===== src/inc/dsc_consts.svh =====
// dsc_consts.svh: register offsets, field positions and reset values of the
// dual-channel input steering block.
// assumes inclusion by bare name from inc/; definitions only.
`ifndef DSC_CONSTS_SVH
`define DSC_CONSTS_SVH

// ==========================================================
// widths
`define DSC_WORD_W        16
`define DSC_ADDR_W        8

// ==========================================================
// register byte offsets
`define DSC_CTRL_OFS      8'h00
`define DSC_STAT_OFS      8'h04
`define DSC_CNT_OFS       8'h08

// ==========================================================
// control field positions
`define DSC_C_ILV         0
`define DSC_C_BFLAG       1
`define DSC_C_BITREV      2
`define DSC_C_PLL         3
`define DSC_C_LOCKCLK     4
`define DSC_C_SYNC_LO     5
`define DSC_C_SYNC_HI     8
`define DSC_CTRL_RST      32'h000001e0

// ==========================================================
// status field positions
`define DSC_S_GATE        0
`define DSC_S_LOCK        1
`define DSC_S_PDN         2
`define DSC_S_NEXTB       3
`define DSC_S_LOCKOUT     4

`endif


===== src/inc/dsc_pkg.sv =====
// dsc_pkg: types shared by the steering block.
// assumes dsc_consts.svh is on the include path.
`include "dsc_consts.svh"

package dsc_pkg;

  // ==========================================================
  // carriers
  typedef struct packed {
    logic                   ilv;
    logic                   bflag_sel;
    logic                   bit_rev;
    logic                   pll_mode;
    logic                   lock_clk;
    logic [3:0]             sync_mask;
  } dsc_cfg_t;

  typedef struct packed {
    logic                   valid;
    logic [`DSC_WORD_W-1:0] code_true;
    logic [`DSC_WORD_W-1:0] code_comp;
  } dsc_chan_t;

  typedef struct packed {
    logic                   nco;
    logic                   mixer;
    logic                   div;
    logic                   fifo;
  } dsc_init_t;

  typedef enum logic [0:0] {
    DSC_PH_A = 1'b0,
    DSC_PH_B = 1'b1
  } dsc_phase_t;

endpackage : dsc_pkg


===== src/core/dsc_sync.sv =====
// dsc_sync: two-flop synchroniser for a vector of unrelated pin levels.
// assumes each bit is a slow level or a word held steady across two clocks.
`timescale 1ns/1ps
`default_nettype none

module dsc_sync #(
  parameter int W = 1
) (
  input  wire logic         i_clk,
  input  wire logic         i_sys_rst,
  input  wire logic [W-1:0] i_d,
  output var  logic [W-1:0] o_q
);

  logic [W-1:0] meta_r;

  // ==========================================================
  // first stage feeds only the second
  always_ff @(posedge i_clk) begin
    if (i_sys_rst) begin
      meta_r <= '0;
      o_q    <= '0;
    end else begin
      meta_r <= i_d;
      o_q    <= meta_r;
    end
  end

endmodule : dsc_sync
`default_nettype wire


===== src/core/dsc_steer.sv =====
// dsc_steer: input-side control of a dual-channel interpolating converter.
// assumes pins arrive asynchronously, one sample word per i_clk, apb on i_clk.
//
// The APB slave port and the placing of the registers were left to the implementer.
`timescale 1ns/1ps
`default_nettype none

module dsc_steer
  import dsc_pkg::*;
#(
  parameter int DIV_W = 2
) (
  input  wire logic                   i_clk,
  input  wire logic                   i_sys_rst,
  input  wire logic                   i_psel,
  input  wire logic                   i_penable,
  input  wire logic                   i_pwrite,
  input  wire logic [`DSC_ADDR_W-1:0] i_paddr,
  input  wire logic [31:0]            i_pwdata,
  output var  logic [31:0]            o_prdata,
  output var  logic                   o_pready,
  output var  logic                   o_pslverr,
  input  wire logic                   i_tx_gate,
  input  wire logic [`DSC_WORD_W-1:0] i_chan_a_word,
  input  wire logic [`DSC_WORD_W-1:0] i_chan_b_word,
  input  wire logic                   i_b_sample_flag,
  input  wire logic                   i_phase_sync_in,
  input  wire logic                   i_chip_reset_n,
  input  wire logic                   i_sleep,
  input  wire logic                   i_pll_locked,
  output var  dsc_chan_t              o_chan_a,
  output var  dsc_chan_t              o_chan_b,
  output var  dsc_init_t              o_init,
  output var  logic                   o_power_down,
  output var  logic                   o_loop_lock_out
);

  localparam int WW = `DSC_WORD_W;
  localparam int SW = 2 * WW + 6;

  // ==========================================================
  // pin synchronisers
  logic [SW-1:0] pins_raw;
  logic [SW-1:0] pins_s;
  logic [WW-1:0] s_a_word;
  logic [WW-1:0] s_b_word;
  logic          s_flag;
  logic          s_gate;
  logic          s_sync;
  logic          s_rst_n;
  logic          s_sleep;
  logic          s_lock;

  assign pins_raw = {i_chan_a_word, i_chan_b_word, i_b_sample_flag, i_tx_gate,
                     i_phase_sync_in, i_chip_reset_n, i_sleep, i_pll_locked};

  // limitation: the word buses pass the same two flops as the levels, so the
  // source must launch them from a clock related to i_clk; a free-running
  // foreign clock would need the input fifo instead
  dsc_sync #(.W(SW)) u_sync (
    .i_clk     (i_clk),
    .i_sys_rst (i_sys_rst),
    .i_d       (pins_raw),
    .o_q       (pins_s)
  );

  assign {s_a_word, s_b_word, s_flag, s_gate, s_sync, s_rst_n, s_sleep, s_lock} = pins_s;

  // whole-block reset; the synchroniser starts low so the block stays in
  // reset until the pin has been seen high
  logic rst;
  assign rst = i_sys_rst | ~s_rst_n;

  // ==========================================================
  // helpers
  function automatic logic [WW-1:0] order_fix(input logic [WW-1:0] w, input logic rev);
    logic [WW-1:0] r;
    r = w;
    if (rev) begin
      for (int i = 0; i < WW; i++) begin
        r[i] = w[WW-1-i];
      end
    end
    return r;
  endfunction : order_fix

  function automatic dsc_chan_t load_chan(input logic [WW-1:0] code);
    dsc_chan_t c;
    c.valid     = 1'b1;
    c.code_true = code;
    c.code_comp = ~code;
    return c;
  endfunction : load_chan

  // value a channel shows in reset and while the gate is closed: zero code, complement full
  function automatic dsc_chan_t idle_chan();
    dsc_chan_t c;
    c.valid     = 1'b0;
    c.code_true = '0;
    c.code_comp = '1;
    return c;
  endfunction : idle_chan

  // ==========================================================
  // apb register file
  logic [31:0] ctrl_r;
  logic [31:0] ctrl_nxt;
  logic [31:0] cnt_r;
  logic [31:0] cnt_nxt;
  logic [31:0] prdata_nxt;
  logic        pready_nxt;
  logic        pslverr_nxt;
  logic [31:0] stat_w;
  dsc_cfg_t    cfg;
  logic        gate;
  dsc_phase_t  phase_r;
  logic        word_taken;

  assign cfg.ilv       = ctrl_r[`DSC_C_ILV];
  assign cfg.bflag_sel = ctrl_r[`DSC_C_BFLAG];
  assign cfg.bit_rev   = ctrl_r[`DSC_C_BITREV];
  assign cfg.pll_mode  = ctrl_r[`DSC_C_PLL];
  assign cfg.lock_clk  = ctrl_r[`DSC_C_LOCKCLK];
  assign cfg.sync_mask = ctrl_r[`DSC_C_SYNC_HI:`DSC_C_SYNC_LO];

  always_comb begin
    stat_w                  = '0;
    stat_w[`DSC_S_GATE]     = gate;
    stat_w[`DSC_S_LOCK]     = s_lock;
    stat_w[`DSC_S_PDN]      = o_power_down;
    stat_w[`DSC_S_NEXTB]    = (phase_r == DSC_PH_B);
    stat_w[`DSC_S_LOCKOUT]  = o_loop_lock_out;
  end

  always_comb begin
    ctrl_nxt    = ctrl_r;
    cnt_nxt     = word_taken ? cnt_r + 32'h00000001 : cnt_r;
    prdata_nxt  = o_prdata;
    pready_nxt  = 1'b0;
    pslverr_nxt = 1'b0;
    // one wait state: pready rises in the second access cycle
    if (i_psel && i_penable && !o_pready) begin
      pready_nxt = 1'b1;
      unique case (i_paddr)
        `DSC_CTRL_OFS: prdata_nxt = ctrl_r;
        `DSC_STAT_OFS: prdata_nxt = stat_w;
        `DSC_CNT_OFS:  prdata_nxt = cnt_r;
        default: begin
          prdata_nxt  = '0;
          pslverr_nxt = 1'b1;
        end
      endcase
    end
    // only the implemented control bits are kept; the rest read back as zero
    if (i_psel && i_penable && o_pready && i_pwrite) begin
      unique case (i_paddr)
        `DSC_CTRL_OFS: ctrl_nxt = {23'h000000, i_pwdata[`DSC_C_SYNC_HI:0]};
        `DSC_CNT_OFS:  cnt_nxt  = '0;
        default:       ctrl_nxt = ctrl_r;
      endcase
    end
  end

  always_ff @(posedge i_clk) begin
    if (rst) begin
      ctrl_r    <= `DSC_CTRL_RST;
      cnt_r     <= '0;
      o_prdata  <= '0;
      o_pready  <= 1'b0;
      o_pslverr <= 1'b0;
    end else begin
      ctrl_r    <= ctrl_nxt;
      cnt_r     <= cnt_nxt;
      o_prdata  <= prdata_nxt;
      o_pready  <= pready_nxt;
      o_pslverr <= pslverr_nxt;
    end
  end

  // ==========================================================
  // sample steering
  logic       gate_d_r;
  logic       gate_rise;
  dsc_phase_t phase_cur;
  dsc_phase_t phase_nxt;
  dsc_chan_t  chan_a_nxt;
  dsc_chan_t  chan_b_nxt;
  logic       pdn_nxt;
  logic [WW-1:0] a_fix;
  logic [WW-1:0] b_fix;
  logic       is_b;

  // sleep is treated like a closed gate: nothing reaches the datapath
  assign gate      = s_gate & ~s_sleep;
  assign gate_rise = gate & ~gate_d_r;
  assign a_fix     = order_fix(s_a_word, cfg.bit_rev);
  assign b_fix     = order_fix(s_b_word, cfg.bit_rev);
  assign phase_cur = gate_rise ? DSC_PH_A : phase_r;
  assign word_taken = gate;

  always_comb begin
    chan_a_nxt       = o_chan_a;
    chan_b_nxt       = o_chan_b;
    chan_a_nxt.valid = 1'b0;
    chan_b_nxt.valid = 1'b0;
    phase_nxt        = phase_cur;
    is_b             = 1'b0;
    pdn_nxt          = s_sleep;
    if (!gate) begin
      // datapath held at zero, bus contents dropped
      chan_a_nxt = idle_chan();
      chan_b_nxt = idle_chan();
      phase_nxt  = DSC_PH_A;
    end else if (cfg.ilv) begin
      // the single port carries both channels on chan_a_word
      is_b = cfg.bflag_sel ? s_flag : (phase_cur == DSC_PH_B);
      if (is_b) begin
        chan_b_nxt = load_chan(a_fix);
      end else begin
        chan_a_nxt = load_chan(a_fix);
      end
      unique case (phase_cur)
        DSC_PH_A: phase_nxt = DSC_PH_B;
        DSC_PH_B: phase_nxt = DSC_PH_A;
      endcase
    end else begin
      chan_a_nxt = load_chan(a_fix);
      chan_b_nxt = load_chan(b_fix);
    end
  end

  always_ff @(posedge i_clk) begin
    if (rst) begin
      gate_d_r     <= 1'b0;
      phase_r      <= DSC_PH_A;
      o_chan_a     <= idle_chan();
      o_chan_b     <= idle_chan();
      o_power_down <= 1'b0;
    end else begin
      gate_d_r     <= gate;
      phase_r      <= phase_nxt;
      o_chan_a     <= chan_a_nxt;
      o_chan_b     <= chan_b_nxt;
      o_power_down <= pdn_nxt;
    end
  end

  // ==========================================================
  // sync event, clock divider and lock pin
  logic             sync_d_r;
  logic             sync_rise;
  dsc_init_t        init_nxt;
  logic [DIV_W-1:0] div_r;
  logic [DIV_W-1:0] div_nxt;
  logic             rate_tgl_r;
  logic             rate_tgl_nxt;
  logic             lock_nxt;

  assign sync_rise = s_sync & ~sync_d_r;

  always_comb begin
    // mask bit order: 0 nco, 1 mixer, 2 divider, 3 fifo
    init_nxt.nco   = sync_rise & cfg.sync_mask[0];
    init_nxt.mixer = sync_rise & cfg.sync_mask[1];
    init_nxt.div   = sync_rise & cfg.sync_mask[2];
    init_nxt.fifo  = sync_rise & cfg.sync_mask[3];
    div_nxt        = init_nxt.div ? '0 : div_r + {{(DIV_W-1){1'b0}}, 1'b1};
    rate_tgl_nxt   = word_taken ? ~rate_tgl_r : rate_tgl_r;
    if (cfg.pll_mode) begin
      lock_nxt = cfg.lock_clk ? div_r[DIV_W-1] : s_lock;
    end else begin
      lock_nxt = rate_tgl_r;
    end
  end

  always_ff @(posedge i_clk) begin
    if (rst) begin
      sync_d_r        <= 1'b0;
      o_init          <= '0;
      div_r           <= '0;
      rate_tgl_r      <= 1'b0;
      o_loop_lock_out <= 1'b0;
    end else begin
      sync_d_r        <= s_sync;
      o_init          <= init_nxt;
      div_r           <= div_nxt;
      rate_tgl_r      <= rate_tgl_nxt;
      o_loop_lock_out <= lock_nxt;
    end
  end

endmodule : dsc_steer
`default_nettype wire


===== config.mk =====
export PLATFORM = sky130hd
export DESIGN_NAME = dsc_steer
export DESIGN_NICKNAME = d
export VERILOG_FILES = /design/src/inc/dsc_pkg.sv /design/src/core/dsc_sync.sv /design/src/core/dsc_steer.sv
export VERILOG_INCLUDE_DIRS = /design/src /design/src/inc
export SDC_FILE = /design/constraint.sdc
export NUM_CORES = 1
export LEC_CHECK = 0
export BUFFER_PORTS_ARGS = -buffer_cell sky130_fd_sc_hd__buf_2
export CORE_MARGIN = 2
export CORE_UTILIZATION = 45
export CTS_CLUSTER_SIZE = 14
export DETAILED_ROUTE_END_ITERATION = 12
export PLACE_DENSITY = 0.76
export SLEW_MARGIN = 20
export SYNTH_ARGS = -nofsm -noshare
export SYNTH_HDL_FRONTEND = slang
export SYNTH_SLANG_ARGS = --single-unit

===== constraint.sdc =====
create_clock -name i_clk -period 2.2 [get_ports i_clk]
set_clock_uncertainty 0.2 [all_clocks]
set_input_delay 0 -clock i_clk [delete_from_list [all_inputs] [get_ports i_clk]]
set_output_delay 0 -clock i_clk [all_outputs]
set_load 0.005 [all_outputs]

Word-level counts from Yosys, hierarchy flattened
Index checks and enable logic that the tools add are counted.

word-level totals
  input bits = 83
  word-level logic and storage cells = 77
  output and inout bits = 106
  register bits = 229

cells by class
  bitwise operators = 18
  equal/unequal tests = 4
  reduce and logical (&&, ||, !) cells = 11
  $add $sub $neg = 2
  muxes and demuxes = 18

operators with widths
  cell                                            count
  2-to-1 mux 33 bit                               4
  2-to-1 mux 32 bit                               3
  case mux 32 bit (3 select lines)                1
  adder 32 x 1 -> 32 bit (second input constant)  1
  2-to-1 mux 16 bit                               2
  NOT 16 bit                                      2
  == test 8 x 3 -> 1 bit (second input constant)  1
  == test 8 x 4 -> 1 bit (second input constant)  1
  logical NOT 8 bit                               1
  NOT 1 bit                                       8
  bitwise AND 1 bit                               7
  2-to-1 mux 1 bit                                7
  OR reduction 2 bit                              3
  logical AND 1 bit                               4
  OR reduction 3 bit                              1
  adder 2 x 1 -> 2 bit (second input constant)    1
  != test 2 x 1 -> 1 bit (second input constant)  1
  != test 2 bit (second input constant)           1
  case mux 1 bit (2 select lines)                 1
  AND reduction 2 bit                             1
  logical NOT 1 bit                               1
  bitwise OR 1 bit                                1

Depth between registers and ports, before layout
  depth in word-level cells = 7
  mapped depth = 7
  mapped depth without buffers = 5

Modules after synthesis
From an unflattened synthesis, not the netlist that was laid out.

second synthesis, totals
  cell total of the unflattened synthesis = 814
  area total of the unflattened synthesis = 8190.4 µm²

modules (own cells, without submodules)
  module     sequential area each (µm²)  times used  cells an instance  area an instance (µm²)
  dsc_steer  3062.9                      1           654                6125.9
  dsc_sync   1521.5                      1           160                2064.5

Worst setup path before layout
No wires, ideal clock.

  kind = register to register
  start point = reg cnt_r[0]
  end point = reg cnt_r[24]
  arrival = 1.855 ns
  path buffers = 2
  library setup time = 0.070 ns
  cell stages (with the launch flop) = 8
  period minus slack after synthesis = 2.125 ns
  slack = 0.075 ns
  required time = 1.930 ns
  path through = dfxtp_1 > ha_1 > nand4b_1 > or3_1 > clkbuf_1 > clkbuf_1 > or3_1 > a21oi_1

on the way
  cells in the longest elaborated chain, start to end = 4

ends and longest elaborated chain
  element                   line              text
  from (decl)               dsc_steer.sv:108  logic [31:0] cnt_r;
  from (signal assigned)    dsc_steer.sv:173  cnt_r <= cnt_nxt;
  adder 32 x 1 -> 32 bit *  dsc_steer.sv:137  cnt_nxt = word_taken ? cnt_r + 32'h00000001 : cnt_r;
  2-to-1 mux 32 bit *       dsc_steer.sv:137
  2-to-1 mux 32 bit         dsc_steer.sv:156  unique case (i_paddr)
  2-to-1 mux 32 bit *       dsc_steer.sv:155  if (i_psel && i_penable && o_pready && i_pwrite) begin

Mark *: on every way between the ends. The rest lies on a longest branch, timed or not.
A chain may end at the register's enable or synchronous reset.

Worst setup path in the final report
  start point = reg cnt_r[18]
  end point = reg cnt_r[30]

Same word-level chain as after synthesis.

==> flow_summary.rst <==
.. list-table::
   :header-rows: 1

   * - Metric
     - Value
   * - Slew @ Worst Pin
     - 0.7213 ns
   * - Max FO, Critical Path
     - 12
   * - Total GRT Usage
     - 0.2079
   * - Max Transition Viols Final
     - 0
   * - Y dimension of the die
     - 139.4 um
   * - Routed vias/inst
     - 5.194
   * - Number of CTS-inserted buffers
     - 24
   * - Most Crowded Layer GR
     - met2
   * - Boundary Pins
     - 189
   * - CTS root buffer
     - sky130_fd_sc_hd__clkbuf_16
   * - Syn. warnings
     - 0
   * - Total Power
     - 8.656 mW
   * - Arr. time, crit path
     - 2.38 ns
   * - Fin nets
     - 1,172
   * - Proportion of layout cells with a drive suffix above 1
     - 0.2457
   * - Maximum vdd drop
     - 0.5756 mV
   * - CTS max path bufs
     - 3
   * - Drt first pass iters
     - 5
   * - Synthesized net count
     - 902
   * - DR iter-0 viols
     - 385
   * - Post-synthesis share of cell area spent on full adders, half adders and majority gates
     - 0.001517
   * - Number of clock sinks seen by CTS
     - 229
   * - Final antenna-violating net count
     - 0
   * - Final GP Congestion
     - 0.8431
   * - Antenna Diode Count
     - 0
   * - Core region area
     - 17,960 um2
   * - Grt met3 use
     - 0.02512
   * - M1 GR Usage
     - 0.2861
   * - Initial Utilization
     - 0.4591
   * - Power per cell area
     - 768.4 nW/um2
   * - Status
     - finished, final reports clean
   * - Most used flip-flop cell after synthesis
     - sky130_fd_sc_hd__dfxtp_1
   * - Total number of H-tree levels
     - 1
   * - Main combinational cell family by area after synthesis
     - simple AND/OR/NAND/NOR gates
   * - Half-perimeter wire length after placement
     - 13,480 um
   * - Final hold slack
     - 0.03118 ns
   * - Class of the most critical hold timing path
     - in -> reg
   * - Netlist Area Pre-Place
     - 8247 um2
   * - Type of the worst setup path
     - reg -> reg
   * - Mean post-synth cell area
     - 10.08 um2
   * - # port buffers
     - 165
   * - Critical Path End Type
     - flip-flop
   * - Depth of the worst hold-timing path
     - 6
   * - Asr flop ratio synth
     - 0
   * - Unique masters post-synth
     - 43
   * - Placement row count
     - 49
   * - Xor-xnor portion of the synthesized cell area
     - 0.01381
   * - Vias in the first global route
     - 6,447
   * - Area share of and/or/nand/nor cells after synthesis
     - 0.2019
   * - Full die area
     - 19,430 um2
   * - Sequential Area
     - 4587 um2
   * - Maximum frequency from static timing analysis
     - 465.4 MHz
   * - CTS tree
     - built
   * - Final cell area excluding filler cells
     - 11,260 um2
   * - Required time of the critical path
     - 2.44 ns
   * - Die W
     - 139.4 um
   * - Remaining global-route overflow
     - 0
   * - Number of synthesized flops with an enable pin
     - 0
   * - Final cycle utilization of the critical path
     - 0.9767
   * - Routing usage on met2
     - 0.3377
   * - Leakage component of the power
     - 4.366 nW
   * - Wire per inst
     - 15.78 um
   * - Placed Area
     - 9494 um2
   * - Clock insertion delay at the later pin of the skew report
     - 0.51 ns
   * - Multiplexer share of the synthesized area
     - 0.06858
   * - Final setup fails
     - 0
   * - Initial antenna violation count
     - 0
   * - DR DRC count
     - 0
   * - Startpoint Class
     - flip-flop
   * - Area grow syn2layout
     - 36.60%
   * - Count of fill cells added during filler insertion
     - 1,408
   * - Seq/Total Area, Yosys
     - 0.5559
   * - Final Hold Violating Endpoints
     - 0
   * - Synthesized instance count
     - 818
   * - Area occupied by multi-input gates
     - 3450 um2
   * - Time the final worst path needs with I/O delays and setup
     - 2.149 ns
   * - Worst-case headroom to the max-slew limit
     - 0.5186
   * - Synthesized-area fraction occupied by ao, oa, aoi and oai cells
     - 0.1268
   * - Worst reg-to-reg path cell count
     - 4
   * - Clock transition at the registers of the reported paths
     - 0.07 ns
   * - Synthesis-stage register bit count
     - 229
   * - Routed WL
     - 21,020 um
   * - Wire length of the first global-routing pass
     - 33,520 um
   * - Maximum number of pins on one net before global-route repair
     - 76
   * - Via count
     - 6,919
   * - Number of violations of the max-capacitance limit
     - 0
[kinds of logic (layout without fill, tap and decap cells)]
group | after synthesis | in the layout
buf+inv | 66 | 351
mux | 56 | 56
simple gates | 312 | 312
compound gates | 141 | 141
flops | 229 | 229
xor+xnor | 13 | 13
fa+ha+maj | 1 | 1
[Yosys cell counts, drive strengths merged, types with 4 or more instances]
library cell	n	area [um2]
inv	9	33.78
or2	4	25.02
and4	5	43.79
nor2	73	274.0
o22a	16	140.1
mux2i	52	520.5
nand4	8	50.05
o31ai	10	75.07
dfxtp	229	4584
a21oi	17	85.08
and2	4	25.02
nor4	13	87.58
nor2b	84	525.5
o21ai	7	35.03
a211oi	5	37.54
mux2	4	45.04
or4	12	93.84
or3	5	31.28
a31oi	13	81.33
nor3	19	95.09
nand3	19	95.09
nand3b	11	82.58
nand2	47	176.4
clkbuf	49	183.9
xnor2	10	87.58
buf	8	41.28
o2bb2ai	20	175.2
a22oi	31	232.7
o21a	16	120.1
[final timing paths]
kind / start / endpoint / slack [ns]
max: cnt_r[18] / cnt_r[30] / 0.05
min: i_paddr[7] / ctrl_r[1] / 0.03
max reg2reg: cnt_r[18] / cnt_r[30] / 0.05
min reg2reg: u_sync.meta_r[23] / u_sync.o_q[23] / 0.23
[flip-flops by register name, indices dropped and copies added, names as in the netlist, 4 cells and up]
register and count:
u_sync.meta_r 38, u_sync.o_q 38, o_chan_a 33, o_chan_b 33, cnt_r 32, o_prdata 32, ctrl_r 9, o_init 4
[cell type report]
cell class	instances	area share
clock buffer	30	0.06165
clock inverter	11	0.01033
inverter	9	0.002999
multi-input combinational	523	0.3062
sequential	229	0.4072
tap	229	0.02544
timing repair buffer	301	0.1862
[through the flow]
step / utilization / setup WS (ns) / setup TNS [ns] / std cells
after global routing: 0.6271 / -0.01298 / -0.02300 / 1332
after global placement: 0.5284 / 0.05179 / 0 / 1199
after floorplan: - / 0.07485 / 0 / 818
after CTS: 0.6252 / 0.01162 / 0 / 1332
final: 0.6271 / 0.05125 / 0 / 1332
after detailed placement: 0.5285 / 0.01099 / 0 / 1199
[placed cells by master (no fill, tap or decap), types with 4 or more instances in the layout]
cell / count
sky130_fd_sc_hd__a211oi_1: 4
sky130_fd_sc_hd__a21oi_1: 17
sky130_fd_sc_hd__a22oi_1: 31
sky130_fd_sc_hd__a31oi_1: 13
sky130_fd_sc_hd__and2_1: 4
sky130_fd_sc_hd__and4_1: 4
sky130_fd_sc_hd__buf_2: 165
sky130_fd_sc_hd__buf_4: 42
sky130_fd_sc_hd__clkbuf_16: 25
sky130_fd_sc_hd__clkbuf_8: 5
sky130_fd_sc_hd__clkinv_2: 5
sky130_fd_sc_hd__dfxtp_1: 227
sky130_fd_sc_hd__dlygate4sd3_1: 92
sky130_fd_sc_hd__inv_1: 9
sky130_fd_sc_hd__mux2_2: 4
sky130_fd_sc_hd__mux2i_1: 52
sky130_fd_sc_hd__nand2_1: 47
sky130_fd_sc_hd__nand3_1: 19
sky130_fd_sc_hd__nand3b_1: 11
sky130_fd_sc_hd__nand4_1: 8
sky130_fd_sc_hd__nor2_1: 72
sky130_fd_sc_hd__nor2b_1: 84
sky130_fd_sc_hd__nor3_1: 17
sky130_fd_sc_hd__nor4_1: 12
sky130_fd_sc_hd__o21a_1: 16
sky130_fd_sc_hd__o21ai_0: 7
sky130_fd_sc_hd__o22a_1: 16
sky130_fd_sc_hd__o2bb2ai_1: 20
sky130_fd_sc_hd__o31ai_1: 10
sky130_fd_sc_hd__or2_2: 4
sky130_fd_sc_hd__or3_1: 4
sky130_fd_sc_hd__or4_1: 11
sky130_fd_sc_hd__xnor2_1: 10
[repair_timing]
item	4_1_cts	5_1_grt
gates resized for setup	1	8
hold endpoints to repair	134	1
hold buffers	92	1
pin swaps	0	2
setup buffers	0	0
endpoints found under the setup margin	3	9
[report_power, final]
group          switching (mW)  total (mW)  internal [mW]  leakage (nW)
Combinational           0.137       0.341          0.203          2.11
Clock                    1.62        4.08           2.46         0.396
Sequential             0.0241        4.24           4.21          1.86
Total                    1.78        8.66           6.88          4.37
[worst max-delay path: stages, from the launching register on]
cell	delay, ns
sky130_fd_sc_hd__dfxtp_1	0.40
sky130_fd_sc_hd__nand4_1	0.17
sky130_fd_sc_hd__or4_4	0.66
sky130_fd_sc_hd__or4_1	0.49
sky130_fd_sc_hd__a21oi_1	0.16
[metal layers]
layer  up-vias  part of all wire
li1       3438                 -
met1      3237              0.46
met2       197              0.47
met3        47             0.048
met4         0             0.029
met5         -                 0
(Power assumes the default switching activity.)
